## config.mk

```make
export PLATFORM = sky130hd
export DESIGN_NAME = pmt_table_read
export DESIGN_NICKNAME = d
export VERILOG_FILES = /design/src/core/pmt_pkg.sv /design/src/core/pmt_irq_if.sv /design/src/core/pmt_irq_arb.sv /design/src/core/pmt_table_read.sv
export SDC_FILE = /design/constraint.sdc
export NUM_CORES = 1
export LEC_CHECK = 0
export ABC_CLOCK_PERIOD_IN_PS = 3400
export BUFFER_PORTS_ARGS = -buffer_cell sky130_fd_sc_hd__buf_2
export CAP_MARGIN = 20
export CORE_UTILIZATION = 48
export CTS_BUF_LIST = sky130_fd_sc_hd__clkbuf_8
export CTS_CLUSTER_DIAMETER = 40
export DETAILED_ROUTE_END_ITERATION = 12
export GPL_TIMING_DRIVEN = 1
export PLACE_DENSITY = 0.93
export SYNTH_ARGS = -nofsm -noshare
export SYNTH_HDL_FRONTEND = slang
export SYNTH_SLANG_ARGS = --single-unit
export TNS_END_PERCENT = 10
```

## constraint.sdc

```tcl
create_clock -name core_clk -period 3.4 [get_ports core_clk]
set_input_delay 0.17 -clock core_clk [delete_from_list [all_inputs] [get_ports core_clk]]
set_output_delay 0.17 -clock core_clk [all_outputs]
set_load 0.1 [all_outputs]
```

## src/core/pmt_pkg.sv

```systemverilog
// Constants and types shared by the table-read block and its vector arbiter.
// Assumes a single core clock domain; program memory sits outside the block.
package pmt_pkg;
   localparam int ADDR_W_DEF = 13;
   localparam int WORD_W_DEF = 16;
   localparam int TBL_PTR_W = 8;
   localparam int VEC_W = 13;
   localparam int N_MF_SRC = 5;
   localparam logic [12:0] VEC_SERIAL = 13'h0014;
   localparam logic [12:0] VEC_MULTI = 13'h0018;
   localparam logic [12:0] VEC_RESET = 13'h0000;
   localparam logic [7:0] LATCH_RST = 8'h00;
   localparam logic [7:0] BYTE_RST = 8'h00;
   localparam logic [4:0] MF_RST = 5'h00;
   // Multi-function source positions
   localparam int MF_TIMEBASE = 0;
   localparam int MF_RTC = 1;
   localparam int MF_CONV_DONE = 2;
   localparam int MF_EXT_PIN = 3;
   localparam int MF_TIMER2 = 4;
   typedef enum {PMT_IDLE, PMT_FETCH, PMT_CAPTURE} pmt_state_t;
endpackage : pmt_pkg

```

## src/core/pmt_irq_if.sv

```systemverilog
// Carrier between the table-read top and its vector arbiter.
// Assumes all signals are on core_clk.
`timescale 1ns/1ns
`default_nettype none
interface pmt_irq_if;
   import pmt_pkg::*;
   logic [N_MF_SRC-1:0] mf_req;
   logic [N_MF_SRC-1:0] mf_en;
   logic ser_req;
   logic ser_en;
   logic stack_full;
   logic take;
   logic ack;
   logic [VEC_W-1:0] vec;
   logic mf_flag;
   logic ser_flag;
   modport arb (input mf_req, mf_en, ser_req, ser_en, stack_full, take, output ack, vec, mf_flag, ser_flag);
   modport core (output mf_req, mf_en, ser_req, ser_en, stack_full, take, input ack, vec, mf_flag, ser_flag);
endinterface : pmt_irq_if
`default_nettype wire

```

## src/core/pmt_irq_arb.sv

```systemverilog
// Vector arbiter for the serial and shared multi-function requests.
// Assumes requests are one-cycle pulses from logic on core_clk.
`timescale 1ns/1ns
`default_nettype none
module pmt_irq_arb (
   input wire logic core_clk,
   input wire logic resetn,
   pmt_irq_if.arb irq
);
   import pmt_pkg::*;

   logic mf_flag_r, mf_flag_nxt;
   logic ser_flag_r, ser_flag_nxt;
   logic ack_r, ack_nxt;
   logic [VEC_W-1:0] vec_r, vec_nxt;
   logic mf_hit, can_ack;

   always_comb begin
      mf_hit = |(irq.mf_req & irq.mf_en);
      // A full stack keeps the flags but holds off the acknowledge
      can_ack = irq.take && !irq.stack_full && !ack_r;
      ack_nxt = 1'b0;
      vec_nxt = vec_r;
      ser_flag_nxt = ser_flag_r;
      mf_flag_nxt = mf_flag_r;
      if (can_ack && ser_flag_r) begin
         ack_nxt = 1'b1;
         vec_nxt = VEC_SERIAL;
         ser_flag_nxt = 1'b0;
      end else if (can_ack && mf_flag_r) begin
         ack_nxt = 1'b1;
         vec_nxt = VEC_MULTI;
         mf_flag_nxt = 1'b0;
      end
      // New requests win over the acknowledge clear
      if (irq.ser_req && irq.ser_en) begin
         ser_flag_nxt = 1'b1;
      end
      if (mf_hit) begin
         mf_flag_nxt = 1'b1;
      end
   end

   always_ff @(posedge core_clk or negedge resetn) begin
      if (!resetn) begin
         mf_flag_r <= 1'b0;
         ser_flag_r <= 1'b0;
         ack_r <= 1'b0;
         vec_r <= VEC_RESET;
      end else begin
         mf_flag_r <= mf_flag_nxt;
         ser_flag_r <= ser_flag_nxt;
         ack_r <= ack_nxt;
         vec_r <= vec_nxt;
      end
   end

   assign irq.ack = ack_r;
   assign irq.vec = vec_r;
   assign irq.mf_flag = mf_flag_r;
   assign irq.ser_flag = ser_flag_r;

   a_ack_needs_room: assert property (@(posedge core_clk) disable iff (!resetn)
      ack_r |-> !$past(irq.stack_full) && $past(irq.take))
      else $error("acknowledge given with a full stack");
   a_full_holds_off: assert property (@(posedge core_clk) disable iff (!resetn)
      (mf_flag_r && irq.stack_full) |=> !ack_r && mf_flag_r)
      else $error("request lost or acknowledged while stack full");
   a_mf_vector: assert property (@(posedge core_clk) disable iff (!resetn)
      (irq.take && !irq.stack_full && !ack_r && mf_flag_r && !ser_flag_r) |=> ack_r && vec_r == VEC_MULTI)
      else $error("shared vector not taken");
   a_ser_vector: assert property (@(posedge core_clk) disable iff (!resetn)
      (irq.take && !irq.stack_full && !ack_r && ser_flag_r) |=> ack_r && vec_r == VEC_SERIAL)
      else $error("serial vector not taken");
endmodule : pmt_irq_arb
`default_nettype wire

```

## src/core/pmt_table_read.sv

```systemverilog
// Table-read unit: forms the program memory table address, returns the low byte
// to data memory and the high part to the read-only table high latch.
// Assumes a program memory with one cycle of synchronous read latency and a core
// that issues table reads and interrupt takes as one-cycle pulses on core_clk.
`timescale 1ns/1ns
`default_nettype none

// Contract
// - Time base, clock, converter, peripheral pin and timer 2 requests share the vector at 018H.
// - The shared vector is taken only for an enabled source and while the stack has a free level.
// - A current-page read addresses program memory with the program counter high bits above the pointer.
// - A last-page read forces every address bit above bit 7 to one, above the pointer byte.
// - The table pointer byte always supplies the low eight address bits.
// - The low byte of the fetched word is written to the data memory operand.
// - The upper part of the word loads the table high latch, unused bits reading zero.
// - The address is 13, 12 or 11 bits wide to match the program memory size.
// - A table read takes two cycles, both writes done by the end of the second.
// - The table high latch cannot be written by software, only by table reads.
// - Every word of the reachable page can be read as table data.
// - With the stack full an enabled request is kept but not acknowledged.
// - The serial interface vector sits at 014H, just below the shared vector.
module pmt_table_read #(
   parameter int ADDR_W = pmt_pkg::ADDR_W_DEF,
   parameter int WORD_W = pmt_pkg::WORD_W_DEF
) (
   input wire logic core_clk,
   input wire logic resetn,
   input wire logic tab_issue,
   input wire logic tab_last_page,
   input wire logic [ADDR_W-9:0] program_counter_high_bits,
   input wire logic [pmt_pkg::TBL_PTR_W-1:0] table_ptr,
   input wire logic [7:0] dest_addr,
   output logic [ADDR_W-1:0] pm_addr,
   output logic pm_rd,
   input wire logic [WORD_W-1:0] pm_rdata,
   output logic dm_we,
   output logic [7:0] dm_addr,
   output logic [7:0] dm_wdata,
   output logic [7:0] table_high_latch,
   output logic tab_busy,
   output logic tab_done,
   input wire logic [pmt_pkg::N_MF_SRC-1:0] mf_req,
   input wire logic [pmt_pkg::N_MF_SRC-1:0] mf_en,
   input wire logic ser_req,
   input wire logic ser_en,
   input wire logic stack_full,
   input wire logic irq_take,
   output logic irq_ack,
   output logic [pmt_pkg::VEC_W-1:0] irq_vector,
   output logic mf_pending,
   output logic ser_pending
);
   import pmt_pkg::*;

   pmt_state_t state_r, state_nxt;
   logic [ADDR_W-1:0] addr_r, addr_nxt;
   logic rd_r, rd_nxt;
   logic [7:0] dest_r, dest_nxt;
   logic we_r, we_nxt;
   logic [7:0] wdata_r, wdata_nxt;
   logic [7:0] latch_r, latch_nxt;
   logic busy_r, busy_nxt;
   logic done_r, done_nxt;

   // Address width follows the parameter, so every implemented word is reachable
   function automatic logic [ADDR_W-1:0] form_addr(input logic last, input logic [ADDR_W-9:0] pch,
                                                   input logic [7:0] ptr);
      logic [ADDR_W-9:0] page;
      page = last ? {(ADDR_W-8){1'b1}} : pch;
      form_addr = {page, ptr};
   endfunction : form_addr

   // Upper word bits zero-extended into the latch byte
   function automatic logic [7:0] high_part(input logic [WORD_W-1:0] w);
      logic [15:0] wide;
      wide = 16'h0000;
      wide[WORD_W-1:0] = w;
      high_part = wide[15:8];
   endfunction : high_part

   always_comb begin
      state_nxt = state_r;
      addr_nxt = addr_r;
      rd_nxt = 1'b0;
      dest_nxt = dest_r;
      we_nxt = 1'b0;
      wdata_nxt = wdata_r;
      latch_nxt = latch_r;
      done_nxt = 1'b0;
      busy_nxt = busy_r;
      case (state_r)
         PMT_IDLE: begin
            // Issues while busy are ignored; the core never overlaps them
            if (tab_issue) begin
               addr_nxt = form_addr(tab_last_page, program_counter_high_bits, table_ptr);
               dest_nxt = dest_addr;
               rd_nxt = 1'b1;
               busy_nxt = 1'b1;
               state_nxt = PMT_FETCH;
            end
         end
         PMT_FETCH: begin
            state_nxt = PMT_CAPTURE;
         end
         PMT_CAPTURE: begin
            wdata_nxt = pm_rdata[7:0];
            we_nxt = 1'b1;
            // No software write path exists, so only this load changes the latch
            latch_nxt = high_part(pm_rdata);
            done_nxt = 1'b1;
            busy_nxt = 1'b0;
            state_nxt = PMT_IDLE;
         end
         default: begin
            busy_nxt = 1'b0;
            state_nxt = PMT_IDLE;
         end
      endcase
   end

   always_ff @(posedge core_clk or negedge resetn) begin
      if (!resetn) begin
         state_r <= PMT_IDLE;
         addr_r <= '0;
         rd_r <= 1'b0;
         dest_r <= BYTE_RST;
         we_r <= 1'b0;
         wdata_r <= BYTE_RST;
         latch_r <= LATCH_RST;
         busy_r <= 1'b0;
         done_r <= 1'b0;
      end else begin
         state_r <= state_nxt;
         addr_r <= addr_nxt;
         rd_r <= rd_nxt;
         dest_r <= dest_nxt;
         we_r <= we_nxt;
         wdata_r <= wdata_nxt;
         latch_r <= latch_nxt;
         busy_r <= busy_nxt;
         done_r <= done_nxt;
      end
   end

   assign pm_addr = addr_r;
   assign pm_rd = rd_r;
   assign dm_we = we_r;
   assign dm_addr = dest_r;
   assign dm_wdata = wdata_r;
   assign table_high_latch = latch_r;
   assign tab_busy = busy_r;
   assign tab_done = done_r;

   pmt_irq_if irq ();

   assign irq.mf_req = mf_req;
   assign irq.mf_en = mf_en;
   assign irq.ser_req = ser_req;
   assign irq.ser_en = ser_en;
   assign irq.stack_full = stack_full;
   assign irq.take = irq_take;

   pmt_irq_arb u_arb (
      .core_clk(core_clk),
      .resetn(resetn),
      .irq(irq.arb)
   );

   assign irq_ack = irq.ack;
   assign irq_vector = irq.vec;
   assign mf_pending = irq.mf_flag;
   assign ser_pending = irq.ser_flag;

   a_two_cycle_read: assert property (@(posedge core_clk) disable iff (!resetn)
      (tab_issue && state_r == PMT_IDLE) |=> rd_r && busy_r ##1 !we_r ##1 we_r && done_r && !busy_r)
      else $error("table read did not finish in two cycles");
   a_last_page_addr: assert property (@(posedge core_clk) disable iff (!resetn)
      (tab_issue && tab_last_page && state_r == PMT_IDLE)
      |=> addr_r[ADDR_W-1:8] == {(ADDR_W-8){1'b1}} && addr_r[7:0] == $past(table_ptr))
      else $error("last page address wrong");
   a_cur_page_addr: assert property (@(posedge core_clk) disable iff (!resetn)
      (tab_issue && !tab_last_page && state_r == PMT_IDLE)
      |=> addr_r == {$past(program_counter_high_bits), $past(table_ptr)})
      else $error("current page address wrong");
   a_low_byte_out: assert property (@(posedge core_clk) disable iff (!resetn)
      we_r |-> wdata_r == $past(pm_rdata[7:0]) && dm_addr == $past(dest_r, 2))
      else $error("low byte or destination wrong");
   a_latch_replaced: assert property (@(posedge core_clk) disable iff (!resetn)
      we_r |-> latch_r == high_part($past(pm_rdata)))
      else $error("table high latch not fully replaced");
   a_latch_read_only: assert property (@(posedge core_clk) disable iff (!resetn)
      !we_r |-> $stable(latch_r))
      else $error("table high latch changed outside a table read");
endmodule : pmt_table_read
`default_nettype wire

```

==> impl_metrics.yaml, run 1 <==
status:
  status: "finished clean"
worst_setup_path:
  crit_path_end_kind: "flop"
  worstPathArrival_ns: 2.07
  worstPathMaxFanout: 23
  start_kind: "flop"
  crit_type: "reg2reg"
  r2r-start: "state_r[1]"
  worstPathRequired_ns: 3.56
  rrSetupSlack_ns: 1.50
  reg2reg_depth: 2
  r2r_end: "dm_addr[6]"
timing:
  whs_ns: 0.1130
  fin_setup_tns_ns: 0
  period_minus_slack_ns: 1.902
  tightest_slew_ns: 1.069
  grt_setup_unrepaired: "false"
  hold_violations: 0
  drv_slew: 0
  period_share_pct: 55.94
  fmax_ghz: 0.5258
  slew_headroom_pct: 28.67
  finalClockSkew_ns: 0.006042
  setup-violations-final: 0
cts:
  cts_sinks: 48
  cts-root-buf: "clkbuf_8"
  clockBufferDepth: 2
  cts_tree: "built"
  h-tree-depth: 2
  clk_pin_slew_ns: 0.08
  clk_latency_ns: 0.28
  numCtsBuffers: 5
place:
  port_buffers: 101
  place_inst: 275
  hpwl_um: 2753
  gp_congestion: 0.7405
worst_hold_path:
  hold_end: "dm_wdata[6]"
  min_path_type: "in2reg"
  hold_depth: 2
  hold_start: "pm_rdata[6]"
die:
  die_w_um: 65.79
  rows: 22
  io_pins: 112
  die_area_sq_um: 4328
  core-area_sq_um: 3771
  die_h_um: 65.79
  initial_core_util_pct: 51.79
detailed_routing:
  drtPass1Iterations: 4
  vias: 1370
  postRouteAntennaNets: 0
  highest_layer: "met4"
  met3_length_um: 281
  wl_per_cell_um: 12.53
  wl_met1_um: 1445
  route.detailed.drc: 0
  wirelength_um: 3571
  wl_met2_um: 1810
  drtIter0Drc: 55
  vias_per_cell: 4.807
synthesis:
  synth_seq_cells: 48
  synth_top_area_cell: "dfrtp_1"
  syn_area_sq_um: 1953
  syn_avg_cell_area_sq_um: 14.80
  synth.distinct_cells: 24
  synth_warnings: 0
  synth.top_cell.area_share_pct: 61.50
  syn_inst: 132
  synth.area.top_cells: "dfrtp_1 61%, mux2_2 18%, buf_4 4.2%"
  seq_area_frac_synth_pct: 61.50
finish:
  fin_nets: 291
  final.fill_count: 279
  final_cells: 285
  area_growth_pct: 30.11
  diodes: 0
  drive_gt1_share_pct: 60.76
grt:
  grt_first_pass_wirelength_um: 5699
  antenna_found_initial: 0
  grt_max_degree: 49
  grt_pass1_vias: 1322
  grt-ovfl-total: 0
  grt_usage_pct: 17.80
flow_run:
  drv_cap: 0
how the worst max path moves through the flow:
stage                         endpoint          start  slack [ns]  cells after the start
floorplan           u_arb.irq.ser_flag  u_arb.irq.ack        1.74                      2
global placement            dm_addr[3]     state_r[1]        1.50                      2
detailed placement          dm_addr[6]     state_r[1]        1.50                      2
CTS                         dm_addr[6]     state_r[1]        1.48                      2
global route                dm_addr[6]     state_r[1]        1.37                      2
finish                      dm_addr[6]     state_r[1]        1.50                      2
through the flow:
stage / setup slack, ns / util (%) / area [sq um]
after floorplan: 1.740 / - / 1987
after global placement: 1.497 / 64.20 / 2421
after detailed placement: 1.503 / 64.20 / 2421
after CTS: 1.476 / 66.59 / 2511
after global routing: 1.374 / 67.39 / 2541
final: 1.498 / 67.39 / 2541
repair_timing:
action / CTS / global route
hold endpoints to repair: 0 / 16
setup buffers: 0 / 0
hold buffers: 0 / 1
gates resized for setup: 0 / 0
area by class of cell:
| class | count | area, sq um | share of cell area, % |
|---|---|---|---|
| tap | 48 | 60.06 | 2.363 |
| multi-input combinational | 70 | 624.3 | 24.57 |
| clock inverter | 2 | 7.507 | 0.2954 |
| clock buffer | 6 | 82.58 | 3.250 |
| timing repair buffer | 103 | 535.5 | 21.07 |
| sequential | 48 | 1201 | 47.27 |
| inverter | 8 | 30.03 | 1.182 |
cell families (layout without fill, tap and decap cells):
group / count (synthesis) / count (layout) / synth area share [%]
mux: 37 / 37 / 21.01
compound gates: 8 / 8 / 3.396
flops: 48 / 48 / 61.50
simple gates: 15 / 15 / 5.638
other cells: 1 / 10 / 0.1920
buf+inv: 23 / 119 / 8.264
worst max-delay path, cell delays in order, from the launching register on:
cell,delay (ns)
dfrtp_1,0.45
nor3b_4,0.91
mux2_2,0.42
state kept, by name, indices dropped and copies added, names as in the netlist:
register            flops
pm_addr                13
dm_addr                 8
dm_wdata                8
table_high_latch        8
u_arb.irq.vec           3
state_r                 2
pm_rd                   1
tab_busy                1
tab_done                1
u_arb.irq.ack           1
u_arb.irq.mf_flag       1
u_arb.irq.ser_flag      1
cell usage after synthesis (all sizes together):
cell type  number
dfrtp          48
a2bb2oi         1
o21bai          1
inv             8
nor2b           1
nor2            7
mux2           32
nor3b           3
mux2i           5
conb            1
a22oi           1
and2b           1
a22o            1
a21o            1
a222oi          1
buf            15
or3b            1
nor4b           1
o2bb2ai         1
nor4bb          1
o211ai          1
layer usage:
layer	global-route usage (%)	vias to the layer above
li1	-	634
met1	20.60	660
met2	31.38	72
met3	4.828	4
met4	6.250	0
met5	0	-
cells in the final DEF, fill, tap and decap left out, types with 2 or more instances in the layout:
cell type,count
buf_2,101
dfrtp_1,48
mux2_2,32
nor2_1,7
conb_1,10
nor3b_1,2
mux2i_1,5
inv_1,10
clkbuf_8,6
Power of run 1 is left out: the tool's default activity adds up to more than one toggle a clock period on the data nets, which glitch-free logic cannot reach.
==> run 2, diff against run 1 <==
--- a/config.mk
+++ b/config.mk
@@ -5,15 +5,15 @@
 export SDC_FILE = /design/constraint.sdc
 export NUM_CORES = 1
 export LEC_CHECK = 0
-export ABC_CLOCK_PERIOD_IN_PS = 3400
+export ABC_CLOCK_PERIOD_IN_PS = 1600
 export BUFFER_PORTS_ARGS = -buffer_cell sky130_fd_sc_hd__buf_2
 export CAP_MARGIN = 20
-export CORE_UTILIZATION = 48
+export CORE_UTILIZATION = 41
 export CTS_BUF_LIST = sky130_fd_sc_hd__clkbuf_8
 export CTS_CLUSTER_DIAMETER = 40
 export DETAILED_ROUTE_END_ITERATION = 12
 export GPL_TIMING_DRIVEN = 1
-export PLACE_DENSITY = 0.93
+export PLACE_DENSITY = 0.85
 export SYNTH_ARGS = -nofsm -noshare
 export SYNTH_HDL_FRONTEND = slang
 export SYNTH_SLANG_ARGS = --single-unit
==> constraint.sdc (replaced) <==
create_clock -name core_clk -period 1.6 [get_ports core_clk]
set_input_delay 0.08 -clock core_clk [delete_from_list [all_inputs] [get_ports core_clk]]
set_output_delay 0.08 -clock core_clk [all_outputs]
set_load 0.1 [all_outputs]
==> run 2 against run 1 <==
The flow now finishes with violations (DRC). Final cell count increased by 2.5%. Core utilization down 9.4 points. Die area up 17%. Setup slack got worse by 1.3 ns. Non-clock buffer count increased by 3. First-iteration DRC count up 11%. Critical path type unchanged.
==> impl_metrics.yaml, run 2 (synthesized netlist as in run 1, its figures left out) <==
timing:
  fin_setup_tns_ns: 0
  finalClockSkew_ns: 0.003972
  grt_setup_unrepaired: "false"
  drv_slew: 0
  period_minus_slack_ns: 1.379
  setup-violations-final: 0
  setup_slack_ns: 0.2212
  hold_violations: 0
  period_share_pct: 86.18
  tightest_slew_ns: 0.5293
  slew_headroom_pct: 64.72
  fmax_ghz: 0.7252
grt:
  grt_max_degree: 27
  grt-ovfl-total: 0
  grt_usage_pct: 14.52
  met2_usage_pct: 26.18
  grt_first_pass_wirelength_um: 5754
  antenna_found_initial: 0
  busiest_layer: "met2"
  gr-usage-met1_pct: 16.36
  use_met3_pct: 5.413
  grt_pass1_vias: 1316
status:
  status: "finished, violations left"
  violations: "DRC"
finish:
  mostFrequentLayoutCells: "101 x buf_2, 47 x dfrtp_1, 32 x mux2_2, 10 x conb_1, 8 x inv_1"
  fin_nets: 294
  final_common_cell: "buf_2"
  largest_reg_flops: 13
  area_growth_pct: 32.74
  drive_gt1_share_pct: 62.08
  diodes: 0
detailed_routing:
  vias: 1373
  wirelength_um: 3689
  route.detailed.drc: 11
  drtIter0Drc: 61
  drtPass1Iterations: 8
  postRouteAntennaNets: 0
  wl_per_cell_um: 12.63
  vias_per_cell: 4.702
cts:
  cts_resized: 0
  numCtsBuffers: 5
  hold_buffers: 1
  h-tree-depth: 2
  cts_setup_buffers: 0
  clockBufferDepth: 2
  clk_latency_ns: 0.29
  clk_pin_slew_ns: 0.08
  cts_sinks: 48
  cts-root-buf: "clkbuf_8"
  cts_tree: "built"
worst_setup_path:
  crit_buf_inv: 1
  cpMaxStageDelayCell: "dfrtp_1"
  start_kind: "flop"
  path_cells: "nor3b_4, buf_12, mux2_2"
  r2r_end: "dm_addr[7]"
  worstPathRequired_ns: 1.78
  worstPathMaxFanout: 23
  r2r-start: "state_r[1]"
  critPathTopFamily: "flip-flops"
  worstPathArrival_ns: 1.56
  rrSetupSlack_ns: 0.22
  reg2reg_depth: 3
  crit_path_end_kind: "flop"
  crit_type: "reg2reg"
  slowest_delay_ns: 0.45
worst_hold_path:
  min_path_type: "in2reg"
  hold_start: "pm_rdata[13]"
  hold_depth: 2
  hold_end: "table_high_latch[5]"
die:
  core-area_sq_um: 4474
  die_area_sq_um: 5044
  die_h_um: 71.02
  die_w_um: 71.02
  rows: 24
  initial_core_util_pct: 43.65
  io_pins: 112
place:
  dpl_worst_slack_ns: 0.2266
  gp_congestion: 0.6950
  hpwl_um: 2710
  port_buffers: 101
flow_run:
  drv_cap: 0
==> run 2: cell types whose count changed in the layout (fill, tap and decap cells not counted) <==
cell           delta
buf_12            +1
buf_4             +1
clkinvlp_4        +2
dfrtp_1           -1
dfrtp_2           +1
dlygate4sd3_1     +1
inv_1             -2
==> run 2: layout make-up <==
class	count	area, sq um
Inverter	8	30.03
Timing Repair Buffer	106	573.1
Clock inverter	2	15.01
Clock buffer	6	82.58
Fill cell	348	1882
Multi-Input combinational cell	70	624.3
Tap cell	52	65.06
Sequential cell	48	1202
==> run 2: through the flow <==
stage / hold slack [ns] / instance area, sq um / utilization (%) / cells
CTS: 0.001325 / 2582 / 57.72 / 291
finish: 0.01243 / 2592 / 57.94 / 292
global route: 0.003692 / 2592 / 57.94 / 292
global placement: 0.08229 / 2475 / 55.31 / 282
floorplan: -0.2156 / 1988 / - / 141
detailed placement: 0.09698 / 2475 / 55.31 / 282
==> run 2: layer usage <==
| layer | wire [um] | share of wire, % |
|---|---|---|
| met3 | 323 | 8.8 |
| met2 | 1846 | 50 |
| met5 | 0 | 0 |
| met4 | 15 | 0.41 |
| met1 | 1504 | 41 |
==> run 2: worst max path at each step <==
stage / startpoint / slack, ns / depth (start not counted) / endpoint
global route: state_r[1] / 0.18 / 3 / pm_addr[1]
finish: state_r[1] / 0.22 / 3 / dm_addr[7]
global placement: state_r[0] / 0.28 / 3 / pm_addr[7]
detailed placement: state_r[1] / 0.23 / 3 / dm_addr[7]
floorplan: u_arb.irq.mf_flag / 0.002 / 2 / u_arb.irq.vec[3]
CTS: state_r[1] / 0.21 / 3 / dm_addr[7]
==> run 2: worst register-to-register path: cells and delay by family (launching register included) <==
family | cells | cell delay (ns)
AND/OR/NAND/NOR | 1 | 0.25
flip-flops | 1 | 0.45
multiplexers | 1 | 0.36
buffers and inverters | 1 | 0.21
Power of run 2 is left out for the same reason.
